**src/hdl/uap_regs.vh**
```
`ifndef UAP_REGS_VH
`define UAP_REGS_VH
// register byte addresses
`define UAP_ADDR_CTRL 8'h00
`define UAP_ADDR_STAT 8'h04
`define UAP_ADDR_IRQ_STAT 8'h08
`define UAP_ADDR_IRQ_MASK 8'h0c
`define UAP_ADDR_BCD_MAP 8'h10
`define UAP_ADDR_BUTTON 8'h14
// ctrl fields
`define UAP_CTRL_VBUS_SEL 0
`define UAP_CTRL_UART_MODE 1
`define UAP_CTRL_CONFIGURED 2
`define UAP_CTRL_SUSPENDED 3
`define UAP_CTRL_BCD_START 4
`define UAP_CTRL_CHG_LSB 5
`define UAP_CTRL_RX_PULSE 7
`define UAP_CTRL_TX_PULSE 8
`define UAP_CTRL_TXPEND 9
`define UAP_CTRL_RESET 10'h000
// status fields
`define UAP_STAT_VBUS 0
`define UAP_STAT_PULLUP 1
`define UAP_STAT_BCD_DONE 2
`define UAP_STAT_CHG_LSB 3
// irq bits
`define UAP_IRQ_ATTACH 0
`define UAP_IRQ_DETACH 1
`define UAP_IRQ_BCD_DONE 2
`define UAP_IRQ_WAKE 3
`define UAP_IRQ_W 4
// charger types
`define UAP_CHG_NONE 2'h0
`define UAP_CHG_SDP 2'h1
`define UAP_CHG_CDP 2'h2
`define UAP_CHG_DCP 2'h3
// default output encoding: none,sdp,cdp/dcp,suspend (2 bits each)
`define UAP_BCD_MAP_RESET 8'he4
// timing
`define UAP_FILT_CYCLES 4'h4
// led pulse and wakeup pulse lengths in 10 ns clock cycles, sized for the 8-bit timers
`define UAP_LED_CYCLES 8'h64
`define UAP_WAKE_CYCLES 8'hc8
`endif

```
**src/hdl/uap_attach.v**
```verilog
// The implementer's own choices: the register offsets and the AXI4-Lite register port.
`timescale 1ns/1ps
`include "uap_regs.vh"
// Contract
// - pull-up on only while vbus present
// - chip reset tristates all pins
// - suspend output while suspended or unconfigured
// - wake input triggers remote wakeup signalling while attached and suspended
// - vbus attach starts charger detect, reports type
// - pull-up only for sdp or cdp
// - vbus removal reports no charger, drops pull-up
// - charger outputs use configurable encoding
// - power switch low only when configured
// - active-low rx/tx activity led pulses
// - driver enable while uart tx pending
// - selected gpio sense replaces vbus pin
// - button index outputs show pressed button
module uap_attach (
   // clock and reset
   input wire aclk,
   input wire aresetn,
   input wire chip_reset_n,
   // axi4-lite write
   input wire [7:0] s_axi_awaddr,
   input wire s_axi_awvalid,
   output reg s_axi_awready,
   input wire [31:0] s_axi_wdata,
   input wire [3:0] s_axi_wstrb,
   input wire s_axi_wvalid,
   output reg s_axi_wready,
   output reg [1:0] s_axi_bresp,
   output reg s_axi_bvalid,
   input wire s_axi_bready,
   // axi4-lite read
   input wire [7:0] s_axi_araddr,
   input wire s_axi_arvalid,
   output reg s_axi_arready,
   output reg [31:0] s_axi_rdata,
   output reg [1:0] s_axi_rresp,
   output reg s_axi_rvalid,
   input wire s_axi_rready,
   // sense inputs
   input wire vbus_pin,
   input wire vbus_sense_input,
   input wire wake_in,
   input wire [1:0] charger_class,
   input wire charger_class_valid,
   // usb side
   output reg usb_plus_pullup_en,
   output reg remote_wakeup,
   // pins with enables
   output reg charger_type_bit0,
   output reg charger_type_bit1,
   output reg suspend_out,
   output reg power_switch_n,
   output reg rx_activity_led_n,
   output reg tx_activity_led_n,
   output reg line_driver_enable,
   output reg button_index_out0,
   output reg button_index_out1,
   output reg button_index_out2,
   output reg pins_oe,
   output reg irq
);
   localparam ST_DETACHED = 2'h0;
   localparam ST_DETECT = 2'h1;
   localparam ST_ATTACHED = 2'h2;

   reg [9:0] ctrl;
   reg [7:0] bcd_map;
   reg [2:0] button;
   reg [3:0] irq_stat;
   reg [3:0] irq_mask;
   reg [1:0] state;
   reg [1:0] chg;
   reg bcd_done;
   reg [1:0] rst_sync;
   reg vbus_p0, vbus_p1, sense_p0, sense_p1, wake_p0, wake_p1;
   reg [3:0] vbus_cnt, wake_cnt;
   reg vbus_f, wake_f, wake_f_d;
   reg [7:0] rx_cnt, tx_cnt;
   reg [7:0] wake_tmr;
   reg aw_hold, w_hold;
   reg [7:0] aw_addr;
   reg [31:0] w_data;
   reg [3:0] w_strb;
   reg [3:0] irq_set;
   reg [1:0] enc;
   wire vbus_raw;
   wire hold_reset;
   wire wr_go;

   // chip reset pin passes two flops before use
   always @(posedge aclk) begin
      if (!aresetn) begin
         rst_sync <= 2'h0;
      end else begin
         rst_sync <= {rst_sync[0], chip_reset_n};
      end
   end
   assign hold_reset = ~rst_sync[1];

   // pin synchronisers
   always @(posedge aclk) begin
      if (!aresetn) begin
         vbus_p0 <= 1'b0;
         vbus_p1 <= 1'b0;
         sense_p0 <= 1'b0;
         sense_p1 <= 1'b0;
         wake_p0 <= 1'b0;
         wake_p1 <= 1'b0;
      end else begin
         vbus_p0 <= vbus_pin;
         vbus_p1 <= vbus_p0;
         sense_p0 <= vbus_sense_input;
         sense_p1 <= sense_p0;
         wake_p0 <= wake_in;
         wake_p1 <= wake_p0;
      end
   end

   // source choice for vbus presence
   assign vbus_raw = ctrl[`UAP_CTRL_VBUS_SEL] ? sense_p1 : vbus_p1;

   // glitch filters: level must persist before it is taken
   always @(posedge aclk) begin
      if (!aresetn) begin
         vbus_cnt <= 4'h0;
         wake_cnt <= 4'h0;
         vbus_f <= 1'b0;
         wake_f <= 1'b0;
         wake_f_d <= 1'b0;
      end else begin
         wake_f_d <= wake_f;
         if (vbus_raw == vbus_f) begin
            vbus_cnt <= 4'h0;
         end else if (vbus_cnt == `UAP_FILT_CYCLES - 4'h1) begin
            vbus_cnt <= 4'h0;
            vbus_f <= vbus_raw;
         end else begin
            vbus_cnt <= vbus_cnt + 4'h1;
         end
         if (wake_p1 == wake_f) begin
            wake_cnt <= 4'h0;
         end else if (wake_cnt == `UAP_FILT_CYCLES - 4'h1) begin
            wake_cnt <= 4'h0;
            wake_f <= wake_p1;
         end else begin
            wake_cnt <= wake_cnt + 4'h1;
         end
      end
   end

   // attach state machine with charger detection
   always @(posedge aclk) begin
      if (!aresetn || hold_reset) begin
         state <= ST_DETACHED;
         chg <= `UAP_CHG_NONE;
         bcd_done <= 1'b0;
      end else begin
         case (state)
            ST_DETACHED: begin
               chg <= `UAP_CHG_NONE;
               bcd_done <= 1'b0;
               if (vbus_f) begin
                  state <= ST_DETECT;
               end
            end
            ST_DETECT: begin
               if (!vbus_f) begin
                  state <= ST_DETACHED;
               end else if (charger_class_valid) begin
                  chg <= charger_class;
                  bcd_done <= 1'b1;
                  state <= ST_ATTACHED;
               end
            end
            ST_ATTACHED: begin
               if (!vbus_f) begin
                  chg <= `UAP_CHG_NONE;
                  bcd_done <= 1'b0;
                  state <= ST_DETACHED;
               end
            end
            default: begin
               state <= ST_DETACHED;
            end
         endcase
      end
   end

   // axi write side: address and data in any order
   assign wr_go = aw_hold && w_hold && !s_axi_bvalid;
   always @(posedge aclk) begin
      if (!aresetn) begin
         s_axi_awready <= 1'b1;
         s_axi_wready <= 1'b1;
         s_axi_bvalid <= 1'b0;
         s_axi_bresp <= 2'h0;
         aw_hold <= 1'b0;
         w_hold <= 1'b0;
         aw_addr <= 8'h00;
         w_data <= 32'h00000000;
         w_strb <= 4'h0;
         ctrl <= `UAP_CTRL_RESET;
         bcd_map <= `UAP_BCD_MAP_RESET;
         button <= 3'h0;
         irq_mask <= 4'h0;
      end else begin
         if (s_axi_awvalid && s_axi_awready) begin
            aw_hold <= 1'b1;
            aw_addr <= s_axi_awaddr;
            s_axi_awready <= 1'b0;
         end
         if (s_axi_wvalid && s_axi_wready) begin
            w_hold <= 1'b1;
            w_data <= s_axi_wdata;
            w_strb <= s_axi_wstrb;
            s_axi_wready <= 1'b0;
         end
         if (s_axi_bvalid && s_axi_bready) begin
            s_axi_bvalid <= 1'b0;
            s_axi_awready <= 1'b1;
            s_axi_wready <= 1'b1;
         end
         if (wr_go) begin
            aw_hold <= 1'b0;
            w_hold <= 1'b0;
            s_axi_bvalid <= 1'b1;
            s_axi_bresp <= 2'h0;
            case (aw_addr)
               `UAP_ADDR_CTRL: begin
                  if (w_strb[0]) ctrl[7:0] <= w_data[7:0];
                  if (w_strb[1]) ctrl[9:8] <= w_data[9:8];
               end
               `UAP_ADDR_IRQ_MASK: begin
                  if (w_strb[0]) irq_mask <= w_data[3:0];
               end
               `UAP_ADDR_BCD_MAP: begin
                  if (w_strb[0]) bcd_map <= w_data[7:0];
               end
               `UAP_ADDR_BUTTON: begin
                  if (w_strb[0]) button <= w_data[2:0];
               end
               `UAP_ADDR_IRQ_STAT, `UAP_ADDR_STAT: begin
                  s_axi_bresp <= 2'h0;
               end
               default: begin
                  s_axi_bresp <= 2'h2;
               end
            endcase
         end
      end
   end

   // sticky events, write one to clear, set beats clear
   always @* begin
      irq_set = 4'h0;
      irq_set[`UAP_IRQ_ATTACH] = (state == ST_DETACHED) && vbus_f;
      irq_set[`UAP_IRQ_DETACH] = (state != ST_DETACHED) && !vbus_f;
      irq_set[`UAP_IRQ_BCD_DONE] = (state == ST_DETECT) && vbus_f && charger_class_valid;
      irq_set[`UAP_IRQ_WAKE] = wake_f && !wake_f_d;
   end
   always @(posedge aclk) begin
      if (!aresetn) begin
         irq_stat <= 4'h0;
         irq <= 1'b0;
      end else begin
         if (wr_go && aw_addr == `UAP_ADDR_IRQ_STAT && w_strb[0]) begin
            irq_stat <= (irq_stat & ~w_data[3:0]) | irq_set;
         end else begin
            irq_stat <= irq_stat | irq_set;
         end
         irq <= |(irq_stat & ~irq_mask); // a set mask bit blocks its event
      end
   end

   // axi read side
   always @(posedge aclk) begin
      if (!aresetn) begin
         s_axi_arready <= 1'b1;
         s_axi_rvalid <= 1'b0;
         s_axi_rdata <= 32'h00000000;
         s_axi_rresp <= 2'h0;
      end else if (s_axi_rvalid) begin
         if (s_axi_rready) begin
            s_axi_rvalid <= 1'b0;
            s_axi_arready <= 1'b1;
         end
      end else if (s_axi_arvalid) begin
         s_axi_arready <= 1'b0;
         s_axi_rvalid <= 1'b1;
         s_axi_rresp <= 2'h0;
         s_axi_rdata <= 32'h00000000;
         case (s_axi_araddr)
            `UAP_ADDR_CTRL: s_axi_rdata[9:0] <= ctrl;
            `UAP_ADDR_STAT: s_axi_rdata[4:0] <= {chg, bcd_done, usb_plus_pullup_en, vbus_f};
            `UAP_ADDR_IRQ_STAT: s_axi_rdata[3:0] <= irq_stat;
            `UAP_ADDR_IRQ_MASK: s_axi_rdata[3:0] <= irq_mask;
            `UAP_ADDR_BCD_MAP: s_axi_rdata[7:0] <= bcd_map;
            `UAP_ADDR_BUTTON: s_axi_rdata[2:0] <= button;
            default: s_axi_rresp <= 2'h2;
         endcase
      end
   end

   // charger code through the configurable map
   always @* begin
      if (ctrl[`UAP_CTRL_SUSPENDED] && state == ST_ATTACHED) begin
         enc = bcd_map[7:6];
      end else if (chg == `UAP_CHG_SDP) begin
         enc = bcd_map[3:2];
      end else if (chg == `UAP_CHG_CDP || chg == `UAP_CHG_DCP) begin
         enc = bcd_map[5:4];
      end else begin
         enc = bcd_map[1:0];
      end
   end

   // pin outputs, activity leds and remote wakeup timing
   always @(posedge aclk) begin
      if (!aresetn) begin
         usb_plus_pullup_en <= 1'b0;
         charger_type_bit0 <= 1'b0;
         charger_type_bit1 <= 1'b0;
         suspend_out <= 1'b1;
         power_switch_n <= 1'b1;
         rx_activity_led_n <= 1'b1;
         tx_activity_led_n <= 1'b1;
         line_driver_enable <= 1'b0;
         button_index_out0 <= 1'b0;
         button_index_out1 <= 1'b0;
         button_index_out2 <= 1'b0;
         pins_oe <= 1'b0;
         remote_wakeup <= 1'b0;
         rx_cnt <= 8'h00;
         tx_cnt <= 8'h00;
         wake_tmr <= 8'h00;
      end else begin
         pins_oe <= ~hold_reset;
         usb_plus_pullup_en <= ~hold_reset && vbus_f && state == ST_ATTACHED &&
            (chg == `UAP_CHG_SDP || chg == `UAP_CHG_CDP);
         charger_type_bit0 <= enc[0];
         charger_type_bit1 <= enc[1];
         suspend_out <= ctrl[`UAP_CTRL_SUSPENDED] || !ctrl[`UAP_CTRL_CONFIGURED];
         power_switch_n <= ctrl[`UAP_CTRL_SUSPENDED] || !ctrl[`UAP_CTRL_CONFIGURED];
         line_driver_enable <= ctrl[`UAP_CTRL_UART_MODE] && ctrl[`UAP_CTRL_TXPEND];
         button_index_out0 <= button[0];
         button_index_out1 <= button[1];
         button_index_out2 <= button[2];
         if (ctrl[`UAP_CTRL_RX_PULSE]) begin
            rx_cnt <= `UAP_LED_CYCLES;
         end else if (rx_cnt != 8'h00) begin
            rx_cnt <= rx_cnt - 8'h01;
         end
         if (ctrl[`UAP_CTRL_TX_PULSE]) begin
            tx_cnt <= `UAP_LED_CYCLES;
         end else if (tx_cnt != 8'h00) begin
            tx_cnt <= tx_cnt - 8'h01;
         end
         rx_activity_led_n <= ~(ctrl[`UAP_CTRL_RX_PULSE] || rx_cnt != 8'h00);
         tx_activity_led_n <= ~(ctrl[`UAP_CTRL_TX_PULSE] || tx_cnt != 8'h00);
         if (wake_f && !wake_f_d && ctrl[`UAP_CTRL_SUSPENDED] && state == ST_ATTACHED) begin
            wake_tmr <= `UAP_WAKE_CYCLES;
         end else if (wake_tmr != 8'h00) begin
            wake_tmr <= wake_tmr - 8'h01;
         end
         remote_wakeup <= wake_tmr != 8'h00;
      end
   end
endmodule

```
**config.mk**
```make
export PLATFORM = sky130hd
export DESIGN_NAME = uap_attach
export DESIGN_NICKNAME = d
export VERILOG_FILES = /design/src/hdl/uap_attach.v
export VERILOG_INCLUDE_DIRS = /design/src /design/src/hdl
export SDC_FILE = /design/constraint.sdc
export NUM_CORES = 1
export LEC_CHECK = 0
export BUFFER_PORTS_ARGS = -buffer_cell sky130_fd_sc_hd__buf_4
export CORE_UTILIZATION = 49
export CTS_CLUSTER_SIZE = 8
export DETAILED_ROUTE_END_ITERATION = 8
export GPL_TIMING_DRIVEN = 0
export PLACE_DENSITY = 0.75
export REMOVE_ABC_BUFFERS = 1
export SETUP_SLACK_MARGIN = 0.4
export SLEW_MARGIN = 10
export SYNTH_ARGS = -nofsm -noshare
export SYNTH_HDL_FRONTEND = slang
export SYNTH_SLANG_ARGS = --single-unit
```
**constraint.sdc**
```tcl
create_clock -name aclk -period 1.6 [get_ports aclk]
set_input_delay 0.32 -clock aclk [delete_from_list [all_inputs] [get_ports aclk]]
set_output_delay 0.32 -clock aclk [all_outputs]
set_load 0.05 [all_outputs]
```
-- Word level (Yosys, flattened, before mapping)
Cells that the tools add are included.
- add/subtract/negate cells: 5
- multipliers: 0
- divide/modulo/power cells: 0
- magnitude comparators: 0
- equality and inequality tests: 25
- shift operators: 0
- multiplexer cells: 38
- bitwise operators: 13
- reduce and logical (&&, ||, !) cells: 64
- operators with widths (kind ; number):
    8-bit by 4-bit equality test with 1-bit output, second input constant ; 4
    8-bit by 5-bit equality test with 1-bit output, second input constant ; 4
    7-bit 2-to-1 mux ; 4
    2-bit 2-to-1 mux ; 12
    8-bit nonzero test ; 3
    8-bit by 1-bit subtractor with 8-bit output, second input constant ; 3
    1-bit logical AND ; 19
    3-bit case mux with 6 select lines ; 1
    3-bit AND reduction ; 6
    8-bit by 3-bit equality test with 1-bit output, second input constant ; 2
    8-bit zero test ; 2
    8-bit 2-to-1 mux ; 2
    1-bit 2-to-1 mux ; 12
    2-bit case mux with 3 select lines ; 2
    2-bit nonzero test ; 6
    6-bit OR reduction ; 2
    2-bit OR reduction ; 5
    4-bit by 1-bit adder with 4-bit output, second input constant ; 2
    4-bit AND ; 2
    4-bit by 2-bit equality test with 1-bit output, second input constant ; 2
    2-bit inequality test, second input constant ; 4
    4-bit inverter ; 2
    4-bit OR ; 2
    2-bit AND reduction ; 4
    17 further kinds ; 38
- flip-flop bits (word level): 131
- latch bits: 0
- memory bits (writable): 0
- bits in read-only memories: 0
- input port bits: 66
- memories kept: 0

-- Longest topological paths before layout
Gate-level depths: netlist (run 1).
- depth after elaboration: 5
- mapped depth: 7
- gate-level depth less buffers: 6

-- Least setup slack after synthesis (run 1)
Ideal clock, no wire load.
- kind: register to register
- start: reg s_axi_bvalid
- end: reg button[0]
- setup time: 120 ps
- arrival: 1651 ps
- required time: 1480 ps
- path slack: -171 ps
- stages on the path, launching flop included: 7
- path buffers: 2
- cells stage by stage: dfxtp_1 -> and3b_1 -> clkbuf_1 -> and3_1 -> and3_1 -> buf_2 -> mux2i_1
- word-level cells in the longest chain between the ends: 3
- ends and longest elaborated chain (what ; RTL line ; text):
    start, declared ; uap_attach.v:32 ; output reg s_axi_bvalid,
    start signal, assigned ; uap_attach.v:198 ; s_axi_bvalid <= 1'b0;
    start signal, assigned ; uap_attach.v:222 ; s_axi_bvalid <= 1'b0;
    start signal, assigned ; uap_attach.v:229 ; s_axi_bvalid <= 1'b1;
    1-bit zero test ; uap_attach.v:193 ; assign wr_go = aw_hold && w_hold && !s_axi_bvalid;
    1-bit logical AND ; uap_attach.v:193 ;
    3-bit AND reduction (no line) ; -- ;
    end signal, assigned ; uap_attach.v:243 ; if (w_strb[0]) button <= w_data[2:0];
    end, declared ; uap_attach.v:71 ; reg [2:0] button;
No other way between the ends.
A chain may end at the register's enable or synchronous reset.

-- Worst setup path in the final report (run 1)
- start: reg aw_addr[1]
- end: reg bcd_map[7]
- word-level cells in the longest chain between the ends: 2
- ends and longest elaborated chain (what ; RTL line ; text):
    start, declared ; uap_attach.v:84 ; reg [7:0] aw_addr;
    start signal, assigned ; uap_attach.v:212 ; aw_addr <= s_axi_awaddr;
    8-bit by 5-bit equality test with 1-bit output ; uap_attach.v:231 ; case (aw_addr)
    3-bit AND reduction (no line) ; -- ;
    end signal, assigned ; uap_attach.v:206 ; bcd_map <= `UAP_BCD_MAP_RESET;
    end signal, assigned ; uap_attach.v:240 ; if (w_strb[0]) bcd_map <= w_data[7:0];
    end, declared ; uap_attach.v:70 ; reg [7:0] bcd_map;
No other way between the ends.

==> results of run 1 <==
## per-stage QoR
| stage | worst slack, ns | power [mW] | utilization, % | area, um^2 |
|---|---|---|---|---|
| floorplan | -0.148 | 5.38 | - | 5320 |
| global placement | -0.867 | 5.77 | 55.1 | 6030 |
| detailed placement | -0.465 | 5.85 | 55.3 | 6050 |
| CTS | -0.161 | 10.5 | 68.6 | 7510 |
| global route | -0.310 | 11.8 | 72.6 | 7940 |
| finish | -0.224 | 11.3 | 72.6 | 7940 |
## registers in the layout, summed over array words and instances, names as in the netlist, 2 cells and up
| name | flops |
|---|---|
| w_strb | 2 |
| tx_cnt | 8 |
| wake_cnt | 4 |
| wake_tmr | 8 |
| w_data | 10 |
| rx_cnt | 8 |
| irq_mask | 4 |
| ctrl | 10 |
| state | 2 |
| button | 3 |
| rst_sync | 2 |
| chg | 2 |
| s_axi_rdata | 10 |
| aw_addr | 8 |
| bcd_map | 8 |
| irq_stat | 4 |
| vbus_cnt | 4 |
## layer usage
metal  routed length (um)  part of all wire (%)  vias to the layer above  global-route usage, %
met5                    0                     0                        -                      0
met3                  578                   4.1                       31                   4.82
li1                     -                     -                     2315                      -
met1                 5990                    42                     2299                   28.9
met4                  345                   2.4                        0                   11.3
met2                 7310                    51                      142                   38.9
## power by group through the flow
stage               clock [mW]  sequential (mW)  combinational (mW)
floorplan                    0             3.97                1.40
global placement             0             3.83                1.94
detailed placement           0             3.85                2.00
CTS                       3.89             3.88                2.77
global route              4.04             3.97                3.78
finish                    3.85             3.93                3.52
## how the worst max path moves through the flow
stage | end | slack [ns] | cells past startpoint
floorplan | ctrl[0] | -0.15 | 4
global placement | vbus_cnt[1] | -0.87 | 4
detailed placement | ctrl[5] | -0.47 | 4
CTS | irq_mask[1] | -0.16 | 4
global route | bcd_map[7] | -0.31 | 5
finish | bcd_map[7] | -0.22 | 5
## layout by cell type, fill, tap and decap left out, types with 13 or more instances in the layout
cell type and count:
sky130_fd_sc_hd__a21oi_1 43, sky130_fd_sc_hd__o21ai_0 13, sky130_fd_sc_hd__nand3_1 21, sky130_fd_sc_hd__nor2_1 52, sky130_fd_sc_hd__conb_1 24, sky130_fd_sc_hd__nand2_1 78
sky130_fd_sc_hd__buf_4 72, sky130_fd_sc_hd__mux2i_1 29, sky130_fd_sc_hd__buf_8 31, sky130_fd_sc_hd__dfxtp_2 43, sky130_fd_sc_hd__inv_1 17, sky130_fd_sc_hd__clkbuf_16 17
sky130_fd_sc_hd__dfxtp_1 76
## final cells by class
| cell class | count | share of cell area (%) |
|---|---|---|
| repair buffers | 115 | 14.6 |
| well taps | 140 | 2.21 |
| multi-input cells | 445 | 41.0 |
| flip-flops and latches | 129 | 33.7 |
| clock buffers | 21 | 5.67 |
| inverters | 24 | 1.17 |
| clock inverters | 11 | 1.73 |
## worst register-to-register path, stage by stage (launching register included)
cell and delay, ns:
sky130_fd_sc_hd__dfxtp_2 0.31, sky130_fd_sc_hd__or4_4 0.58, sky130_fd_sc_hd__buf_6 0.15, sky130_fd_sc_hd__nor3_4 0.17, sky130_fd_sc_hd__and3_4 0.29, sky130_fd_sc_hd__mux2i_1 0.25
## what timing repair did
action | 4_1_cts | 5_1_grt
hold buffers | 0 | 0
pin swaps | 48 | 39
resized for setup | 206 | 66
buffers inserted | 25 | 17
gates cloned | 0 | 0
endpoints found under the setup margin | 115 | 125
## logic make-up (layout without fill, tap and decap cells)
logic type / count (synthesis) / count (layout) / share of synthesized area, %
xor gates and xnor gates: 18 / 18 / 2.85
DFF: 129 / 129 / 46.6
adders and majority gates: 10 / 10 / 2.26
other: 1 / 24 / 0.0677
AOI/OAI and AO/OA: 112 / 112 / 12.3
and+or+nand+nor: 243 / 243 / 21.6
muxes: 38 / 38 / 7.05
buffers and inverters: 79 / 171 / 7.21
==> run summary, run 1 <==
DETAILED ROUTING
------------------------------------------------------------------------------------
Initial detailed-routing violation count                                         257
Routed via count                                                               4,787
Routed vias/inst                                                                5.41
Post-detailed-route DRC marker count                                               0
Length of the first detailed-routing pass in iterations                            5
Detailed Route WL                                                          14,200 um
Routed wire per std cell                                                     16.1 um
ANT nets after route                                                               0

HOLD PATH
------------------------------------------------------------------------------------
Startpoint of the tightest hold check path                              s_axi_wvalid
Instance count along the most critical hold path                                   2
Sink of the worst hold path                                             s_axi_wready
Hold Path Class                                                         input pin to register

STA
------------------------------------------------------------------------------------
Achievable clock frequency                                                   548 MHz
Final WS setup                                                             -0.224 ns
Total Neg Setup Slack                                                       -3.75 ns
Post-layout minimum cycle time                                               1.82 ns
Hold Slack                                                                  0.105 ns
Worst slew margin                                                              64.2%
Fraction of the cycle the final worst path needs                                114%
Worst Clk Skew                                                            0.00650 ns
Final hold violations                                                              0
Setup repair after global routing missed its margin                              yes
Worst Max-Slew Pin Slew                                                     0.534 ns
Number of max-slew violations in the final report                                  0
Total setup violations reported at the end of the flow                            29

CELLS AND AREA
------------------------------------------------------------------------------------
Finished Layout Cells                                                            885
Final-stage net count                                                            808
FF/Latch Area                                                              2670 um^2
ANT cells                                                                          0
Area growth from synthesis to layout                                           43.4%
Ratio of cells with drive above 1 in the final layout                          40.3%
FILL cells                                                                       758
Multi-input logic area                                                     3250 um^2

PWR
------------------------------------------------------------------------------------
Sequential group share of total power                                          34.7%
Static leakage                                                               3.20 nW
Pwr Density                                                             1420 nW/um^2
Combinational Power Share                                                      31.2%
NetSw                                                                        3.51 mW
Worst ir drop on vdd                                                       0.00113 V
Switching Fraction                                                             31.1%
Internal power                                                               7.79 mW
Clk network pwr share                                                          34.1%

RUN
------------------------------------------------------------------------------------
Number of max-capacitance violations reported                                      0

CRITICAL PATH
------------------------------------------------------------------------------------
Cell breakdown of the critical path                                     or4_4 -> buf_6 -> nor3_4 -> and3_4 -> mux2i_1
Reg-to-Reg End                                                            bcd_map[7]
CP Launch Type                                                              register
CP max stage cell                                                       sky130_fd_sc_hd__or4_4
Worst reg-to-reg path cell count                                                   5
Arrival time at the worst endpoint                                           2.15 ns
Start-to-end type of the worst setup path                               register to register
Slack of the worst reg-to-reg path                                          -0.22 ns
Type of destination of the critical path                                    register
Worst-path fanout max                                                              5
Launching element of the worst setup path                                 aw_addr[1]
Largest stage delay on the critical path                                     0.58 ns
Count of buffer and inverter cells on the critical path                            1
Launching point of the worst reg2reg path                                 aw_addr[1]
Gate family responsible for the most delay along the worst path         simple AND/OR/NAND/NOR gates
Data required time at the worst endpoint                                     1.93 ns

CTS
------------------------------------------------------------------------------------
Buffer depth of the longest clock path                                             2
TritonCTS sink count                                                             129
Clock latency on the worst-skew pair                                         0.41 ns
H-tree depth                                                                       4
Root Driver                                                             sky130_fd_sc_hd__clkbuf_16
TritonCTS clock tree                                                             yes
Reg clk slew, reported paths                                                 0.06 ns
Clock buffers created by TritonCTS                                                17

LOGIC SYNTHESIS
------------------------------------------------------------------------------------
Area fraction of the dominant cell type after synthesis                        46.6%
Number of enable-type register cells in the synthesized netlist                    0
Top post-synthesis cells by area                                        sky130_fd_sc_hd__dfxtp_1, sky130_fd_sc_hd__nand2_1, sky130_fd_sc_hd__mux2i_1, sky130_fd_sc_hd__a21oi_1, sky130_fd_sc_hd__nor2_1
Number of flip-flops and latches in the synthesized netlist                      129
Total number of yosys warnings                                                     0
Area leader, netlist                                                    sky130_fd_sc_hd__dfxtp_1
Syn Inst Count                                                                   630
Top post-synthesis cells by count                                       sky130_fd_sc_hd__dfxtp_1, sky130_fd_sc_hd__nand2_1, sky130_fd_sc_hd__nor2_1
Mean instance size in the synthesized netlist                              8.79 um^2
Synth Flop Type                                                         sky130_fd_sc_hd__dfxtp_1
Synthesized cell area                                                      5540 um^2
Most numerous cell in the Yosys netlist                                 sky130_fd_sc_hd__dfxtp_1
Share of flip-flops with an asynchronous set or reset after synthesis             0%
Sequential fraction of the synthesis area                                      46.6%
Distinct cells, synth                                                             54

GLOBAL ROUTING
------------------------------------------------------------------------------------
Number of antenna violations at the first check in global routing                  0
Vias in the first global route                                                 4,430
Overall fraction of global-route tracks in use                                 23.4%
Total gr overflow                                                                  0
Pin count of the biggest net entering global routing                              63
Global-route wire length before repair                                     21,200 um

PLACED DESIGN
------------------------------------------------------------------------------------
Inst Count DP                                                                    811
Final RePlAce weighted congestion                                              0.874
Port Buffers                                                                      72
Post-detail-place hpwl                                                       8230 um

FLOORPLAN
------------------------------------------------------------------------------------
Die width                                                                     108 um
Count of boundary I/O pins                                                       121
Starting Density                                                               50.6%
Floorplan die height                                                          108 um
Placement Rows                                                                    38
Core box area                                                            10,900 um^2
Die area                                                                 11,700 um^2

RUN STATUS
------------------------------------------------------------------------------------
Outcome                                                                 finished with violations
Violated checks                                                         setup timing

Power figures use the tool's default switching activity.
==> inputs of run 2 (changes only) <==
- PLACE_DENSITY: 0.75 -> 0.74
==> run summary, run 2 (synthesis gave the netlist of run 1 again) <==
STA
--------------------------------------------------------------------------------
Total Neg Setup Slack                                                   -3.77 ns   -0.0221 ns
Number of max-slew violations in the final report                              0   unchanged
Post-layout minimum cycle time                                           1.77 ns   -0.0507 ns
Final WS setup                                                         -0.173 ns   +0.0507 ns
Total setup violations reported at the end of the flow                        29   unchanged
Hold Slack                                                             0.0768 ns   -0.0285 ns
Final hold violations                                                          0   unchanged
Setup repair after global routing missed its margin                          yes
Worst Clk Skew                                                         0.0119 ns   +0.00541 ns
Fraction of the cycle the final worst path needs                            111%   -3.2 points
Achievable clock frequency                                               564 MHz   +2.9%

DETAILED ROUTING
--------------------------------------------------------------------------------
DRT met1 WL                                                              5920 um   -1.2%
Met3 layer wire length in the routed design                               606 um   +4.8%
Detailed Route WL                                                      14,000 um   -1.8%
Length of the first detailed-routing pass in iterations                        4   -1
Max Used Layer                                                              met4
Routed wire per std cell                                                 15.9 um   -0.98%
Routed vias/inst                                                            5.35   -1.0%
Sum of met2 wire segment lengths after detailed routing                  7170 um   -2.0%
Initial detailed-routing violation count                                     199   -23%
ANT nets after route                                                           0   unchanged
Post-detailed-route DRC marker count                                           0   unchanged
Routed via count                                                           4,700   -1.8%

PWR
--------------------------------------------------------------------------------
Static leakage                                                           3.13 nW   -2.2%
Combinational Power Share                                                  28.0%   -3.2 points
Pwr Density                                                         1400 nW/um^2   -1.9%
Worst ir drop on vdd                                                  0.000981 V   -13%
Internal power                                                           7.53 mW   -3.4%
Total power                                                              10.9 mW   -3.4%
Clk network pwr share                                                      36.3%   +2.2 points
NetSw                                                                    3.39 mW   -3.4%
Switching Fraction                                                         31.1%   about the same
Sequential group share of total power                                      35.7%   +1.0 points

CTS
--------------------------------------------------------------------------------
TritonCTS clock tree                                                         yes
Reg clk slew, reported paths                                             0.06 ns   about the same
Root Driver                                                         sky130_fd_sc_hd__clkbuf_16
Clock buffers created by TritonCTS                                            17   unchanged
TritonCTS sink count                                                         129   unchanged
Buffer depth of the longest clock path                                         2   unchanged
H-tree depth                                                                   4   unchanged
Clock latency on the worst-skew pair                                     0.42 ns   about the same
Post-cts hold buffer count                                                     0   unchanged

GLOBAL ROUTING
--------------------------------------------------------------------------------
Number of antenna violations at the first check in global routing              0   unchanged
Global-route wire length before repair                                 21,900 um   +3.4%
Total gr overflow                                                              0   unchanged
Pin count of the biggest net entering global routing                          63   unchanged
Vias in the first global route                                             4,652   +5.0%
Overall fraction of global-route tracks in use                             24.4%   +0.98 points

FLOORPLAN
--------------------------------------------------------------------------------
Count of boundary I/O pins                                                   121   unchanged
Placement Rows                                                                38   unchanged
Die area                                                             11,700 um^2   unchanged
Core box area                                                        10,900 um^2   unchanged
Starting Density                                                           50.6%   unchanged
Die width                                                                 108 um   unchanged
Floorplan die height                                                      108 um   unchanged

CELLS AND AREA
--------------------------------------------------------------------------------
Ratio of cells with drive above 1 in the final layout                      39.4%   -0.84 points
Leading cell type in the layout, fill and taps excluded             sky130_fd_sc_hd__dfxtp_1
Largest registers ranked by flip-flop count                         ctrl (10), s_axi_rdata (10), w_data (10)
Leading cell types in the layout, fill and taps excluded            sky130_fd_sc_hd__dfxtp_1, sky130_fd_sc_hd__nand2_1, sky130_fd_sc_hd__buf_4
Summed area of non-filler cells in the final layout                    7820 um^2   -1.5%
Final-stage net count                                                        801   -0.87%
ANT cells                                                                      0   unchanged
Area growth from synthesis to layout                                       41.3%

PLACED DESIGN
--------------------------------------------------------------------------------
Area after DPL                                                         6050 um^2   unchanged
Post-detail-place hpwl                                                   8220 um   -0.17%
Final RePlAce weighted congestion                                          0.848   -3.0%
Dpl ws                                                                 -0.454 ns   +0.0119 ns
Port Buffers                                                                  72   unchanged

CRITICAL PATH
--------------------------------------------------------------------------------
Worst-path fanout max                                                          7   +2
Type of destination of the critical path                                register
CP Launch Type                                                          register
Worst reg-to-reg path cell count                                               6   +1
Data required time at the worst endpoint                                 1.92 ns   about the same
Arrival time at the worst endpoint                                       2.09 ns   -0.06 ns
Start-to-end type of the worst setup path                           register to register

RUN STATUS
--------------------------------------------------------------------------------
Violated checks                                                     setup timing
Outcome                                                             finished with violations

HOLD PATH
--------------------------------------------------------------------------------
Hold Path Class                                                     input pin to register
Instance count along the most critical hold path                               2   unchanged

RUN
--------------------------------------------------------------------------------
Number of max-capacitance violations reported                                  0   unchanged

==> run 2: changes by cell type in the layout (fill, tap and decap cells not counted), sizes merged <==
cell      change
clkinv        -4
buf           -7
clkbuf        -3
inv           +5
clkinvlp      +2
==> run 2: worst paths after layout <==
check	slack, ns	to	start
hold / removal	0.08	s_axi_rvalid	s_axi_rready
setup / recovery	-0.17	irq_stat[3]	aw_addr[7]
hold reg to reg	0.43	vbus_p1	vbus_p0
setup reg to reg	-0.17	irq_stat[3]	aw_addr[7]
==> run 2: cell type report <==
| class | instances | area (um^2) |
|---|---|---|
| Clock buffer | 18 | 429 |
| Clock inverter | 14 | 180 |
| Fill cell | 759 | 3110 |
| Inverter | 24 | 95.1 |
| Multi-Input combinational cell | 445 | 3160 |
| Sequential cell | 129 | 2680 |
| Tap cell | 140 | 175 |
| Timing Repair Buffer | 108 | 1100 |
==> run 2: per-stage QoR <==
step	util [%]	instances
global route	71.5	878
global placement	55.1	810
floorplan	-	598
detailed placement	55.3	811
finish	71.5	878
CTS	69.1	870
==> run 2: power groups by stage <==
stage | Combinational (mW) | Sequential, mW | Clock, mW
4_1_cts | 2.86 | 3.87 | 3.99
6_report | 3.06 | 3.90 | 3.96
3_5_place_dp | 2.02 | 3.85 | 0
5_1_grt | 3.32 | 3.94 | 4.17
3_3_place_gp | 1.94 | 3.83 | 0
2_1_floorplan | 1.40 | 3.97 | 0
==> run 2: routing by layer <==
layer	up-vias	GRT usage (%)
li1	2298	-
met2	133	42.4
met4	0	9.85
met3	26	5.91
met1	2243	28.7
met5	-	0
==> run 2: critical path, stage by stage (launching register included) <==
cell and delay, ns:
sky130_fd_sc_hd__dfxtp_1 0.31, sky130_fd_sc_hd__or4_4 0.58, sky130_fd_sc_hd__buf_4 0.17, sky130_fd_sc_hd__nor4b_4 0.21, sky130_fd_sc_hd__buf_6 0.16, sky130_fd_sc_hd__a31oi_1 0.08, sky130_fd_sc_hd__o21a_1 0.17
==> run 2: what timing repair did <==
item,in CTS,in global routing
pin swaps,52,29
endpoints found under the hold margin,0,0
gates resized for setup,204,59
endpoints found under the setup margin,115,113
setup buffers,27,8
==> inputs of run 3 (changes only) <==
- CORE_MARGIN: default -> 2
- CORE_UTILIZATION: 49 -> 54
- PLACE_DENSITY: 0.74 -> 0.77
- clock period: 1.6 -> 2 ns (I/O delays scaled with it)
==> run summary, run 3 (synthesis gave the netlist of run 1 again) <==
RUN STATUS
--------------------------------------------------------------------------------
Outcome                                                             finished, final reports clean

GLOBAL ROUTING
--------------------------------------------------------------------------------
Overall fraction of global-route tracks in use                             22.1%   -2.2 points
Grt met2 use                                                               35.5%   -7.0 points
Pin count of the biggest net entering global routing                          63   unchanged
Total gr overflow                                                              0   unchanged
Most congested layer reported by global routing                             met2
Vias in the first global route                                             4,176   -10%
Met3 Usage GRT                                                             5.07%   -0.84 points
Met1 usage                                                                 29.0%   +0.35 points
Global-route wire length before repair                                 19,700 um   -10%
Number of antenna violations at the first check in global routing              0   unchanged

CELLS AND AREA
--------------------------------------------------------------------------------
Largest registers ranked by flip-flop count                         ctrl (10), s_axi_rdata (10), w_data (10)
Finished Layout Cells                                                        840   -4.3%
ANT cells                                                                      0   unchanged
Final-stage net count                                                        770   -3.9%
Ratio of cells with drive above 1 in the final layout                      21.9%   -18 points
Leading cell type in the layout, fill and taps excluded             sky130_fd_sc_hd__dfxtp_1
Final Util                                                                 69.3%   -2.2 points
Area growth from synthesis to layout                                       23.5%
Leading cell types in the layout, fill and taps excluded            sky130_fd_sc_hd__dfxtp_1, sky130_fd_sc_hd__nand2_1, sky130_fd_sc_hd__buf_4

DETAILED ROUTING
--------------------------------------------------------------------------------
Routed via count                                                           4,457   -5.2%
Post-detailed-route DRC marker count                                           0   unchanged
Initial detailed-routing violation count                                     209   +5.0%
Detailed Route WL                                                      12,000 um   -14%
Length of the first detailed-routing pass in iterations                        5   +1
ANT nets after route                                                           0   unchanged
Routed vias/inst                                                            5.31   -0.88%
Routed wire per std cell                                                 14.3 um   -10%

STA
--------------------------------------------------------------------------------
Hold Slack                                                             0.0752 ns   -0.00165 ns
Post-layout minimum cycle time                                           1.81 ns   +0.0361 ns
Achievable clock frequency                                               553 MHz   -2.0%
Final WS setup                                                          0.191 ns   +0.364 ns
Number of max-slew violations in the final report                              0   unchanged
Total Neg Setup Slack                                                       0 ns   +3.77 ns
Setup repair after global routing missed its margin                          yes
Final hold violations                                                          0   unchanged
Fraction of the cycle the final worst path needs                           90.5%   -20 points
Worst Clk Skew                                                         0.0116 ns   -0.000295 ns
Total setup violations reported at the end of the flow                         0   -100%

PWR
--------------------------------------------------------------------------------
Static leakage                                                           2.82 nW   -10%
Pwr Density                                                         1170 nW/um^2   -16%
Worst ir drop on vdd                                                  0.000579 V   -41%

HOLD PATH
--------------------------------------------------------------------------------
Sink of the worst hold path                                         s_axi_rvalid
Startpoint of the tightest hold check path                          s_axi_rready
Hold Path Class                                                     input pin to register
Instance count along the most critical hold path                               2   unchanged

CTS
--------------------------------------------------------------------------------
Root Driver                                                         sky130_fd_sc_hd__clkbuf_8
Clock latency on the worst-skew pair                                     0.51 ns   +0.09 ns
Post-cts hold buffer count                                                     0   unchanged
Reg clk slew, reported paths                                             0.06 ns   about the same
TritonCTS clock tree                                                         yes
H-tree depth                                                                   4   unchanged
Clock buffers created by TritonCTS                                            17   unchanged
TritonCTS sink count                                                         129   unchanged
Buffer depth of the longest clock path                                         2   unchanged

PLACED DESIGN
--------------------------------------------------------------------------------
Port Buffers                                                                  72   unchanged
Dpl ws                                                                -0.0908 ns   +0.363 ns
Inst Count DP                                                                804   -0.86%
Final RePlAce weighted congestion                                          0.859   +1.4%
Post-detail-place hpwl                                                   8130 um   -1.0%

CRITICAL PATH
--------------------------------------------------------------------------------
Worst-path fanout max                                                          6   -1
Type of destination of the critical path                                register
Start-to-end type of the worst setup path                           register to register
Slack of the worst reg-to-reg path                                       0.19 ns   +0.36 ns
Reg-to-Reg End                                                       irq_mask[3]
Data required time at the worst endpoint                                 2.43 ns   +0.51 ns
Launching point of the worst reg2reg path                             aw_addr[1]
CP Launch Type                                                          register
Arrival time at the worst endpoint                                       2.24 ns   +0.15 ns
Worst reg-to-reg path cell count                                               5   -1
Launching element of the worst setup path                             aw_addr[1]

FLOORPLAN
--------------------------------------------------------------------------------
Die width                                                                 105 um   -2.8%
Die area                                                             11,100 um^2   -5.5%
Floorplan die height                                                      105 um   -2.8%
Placement Rows                                                                36   -5.3%
Starting Density                                                           56.1%   +5.5 points
Core box area                                                          9860 um^2   -9.8%
Count of boundary I/O pins                                                   121   unchanged

RUN
--------------------------------------------------------------------------------
Number of max-capacitance violations reported                                  0   unchanged

run 3: cell types whose count changed in the layout (fill, tap and decap cells not counted), sizes merged:
cell | before | now
buf | 108 | 77
clkbuf | 18 | 24
clkinv | 1 | 3
clkinvlp | 5 | 2
inv | 29 | 24
run 3: worst max-delay path, cell delays in order, from the launching register on:
cell and delay [ns]:
sky130_fd_sc_hd__dfxtp_2 0.32, sky130_fd_sc_hd__or4_4 0.59, sky130_fd_sc_hd__nor4b_4 0.45, sky130_fd_sc_hd__buf_4 0.18, sky130_fd_sc_hd__nand3_1 0.07, sky130_fd_sc_hd__a21oi_1 0.13
run 3: area by class of cell:
type / instances / area, um^2
fill: 750 / 3020
multi-input combinational: 445 / 2790
sequential: 129 / 2600
timing repair buffer: 77 / 602
clock buffer: 24 / 470
tap: 133 / 166
clock inverter: 8 / 128
inverter: 24 / 90.1
run 3: what timing repair did:
action,CTS,global route
endpoints found under the setup margin,58,58
setup buffers,3,1
resized for setup,21,22
pin swaps,1,5
run 3: where the power goes:
part	internal, mW	total (mW)	switching, mW
combinational	0.831	1.85	1.02
clock	2.00	3.06	1.06
sequential	2.83	3.06	0.233
run 3: metrics by stage:
step           area, um^2  power (mW)
6_report             6840        7.98
5_1_grt              6840        8.36
4_1_cts              6740        7.84
3_5_place_dp         6040        4.70
3_3_place_gp         6020        4.61
2_1_floorplan        5320        4.30
run 3: worst max path at each step:
stage / to / slack (ns) / cells after the start
detailed placement: s_axi_rdata[9] / -0.09 / 5
global placement: vbus_cnt[1] / -0.57 / 4
CTS: ctrl[0] / 0.21 / 5
floorplan: ctrl[0] / 0.25 / 4
global route: ctrl[3] / 0.11 / 5
finish: irq_mask[3] / 0.19 / 5
run 3: metal layers:
metal | share of wire, % | routed length [um]
met5 | 0 | 0
met4 | 0.68 | 82
met3 | 5.9 | 703
met2 | 49 | 5830
met1 | 45 | 5360
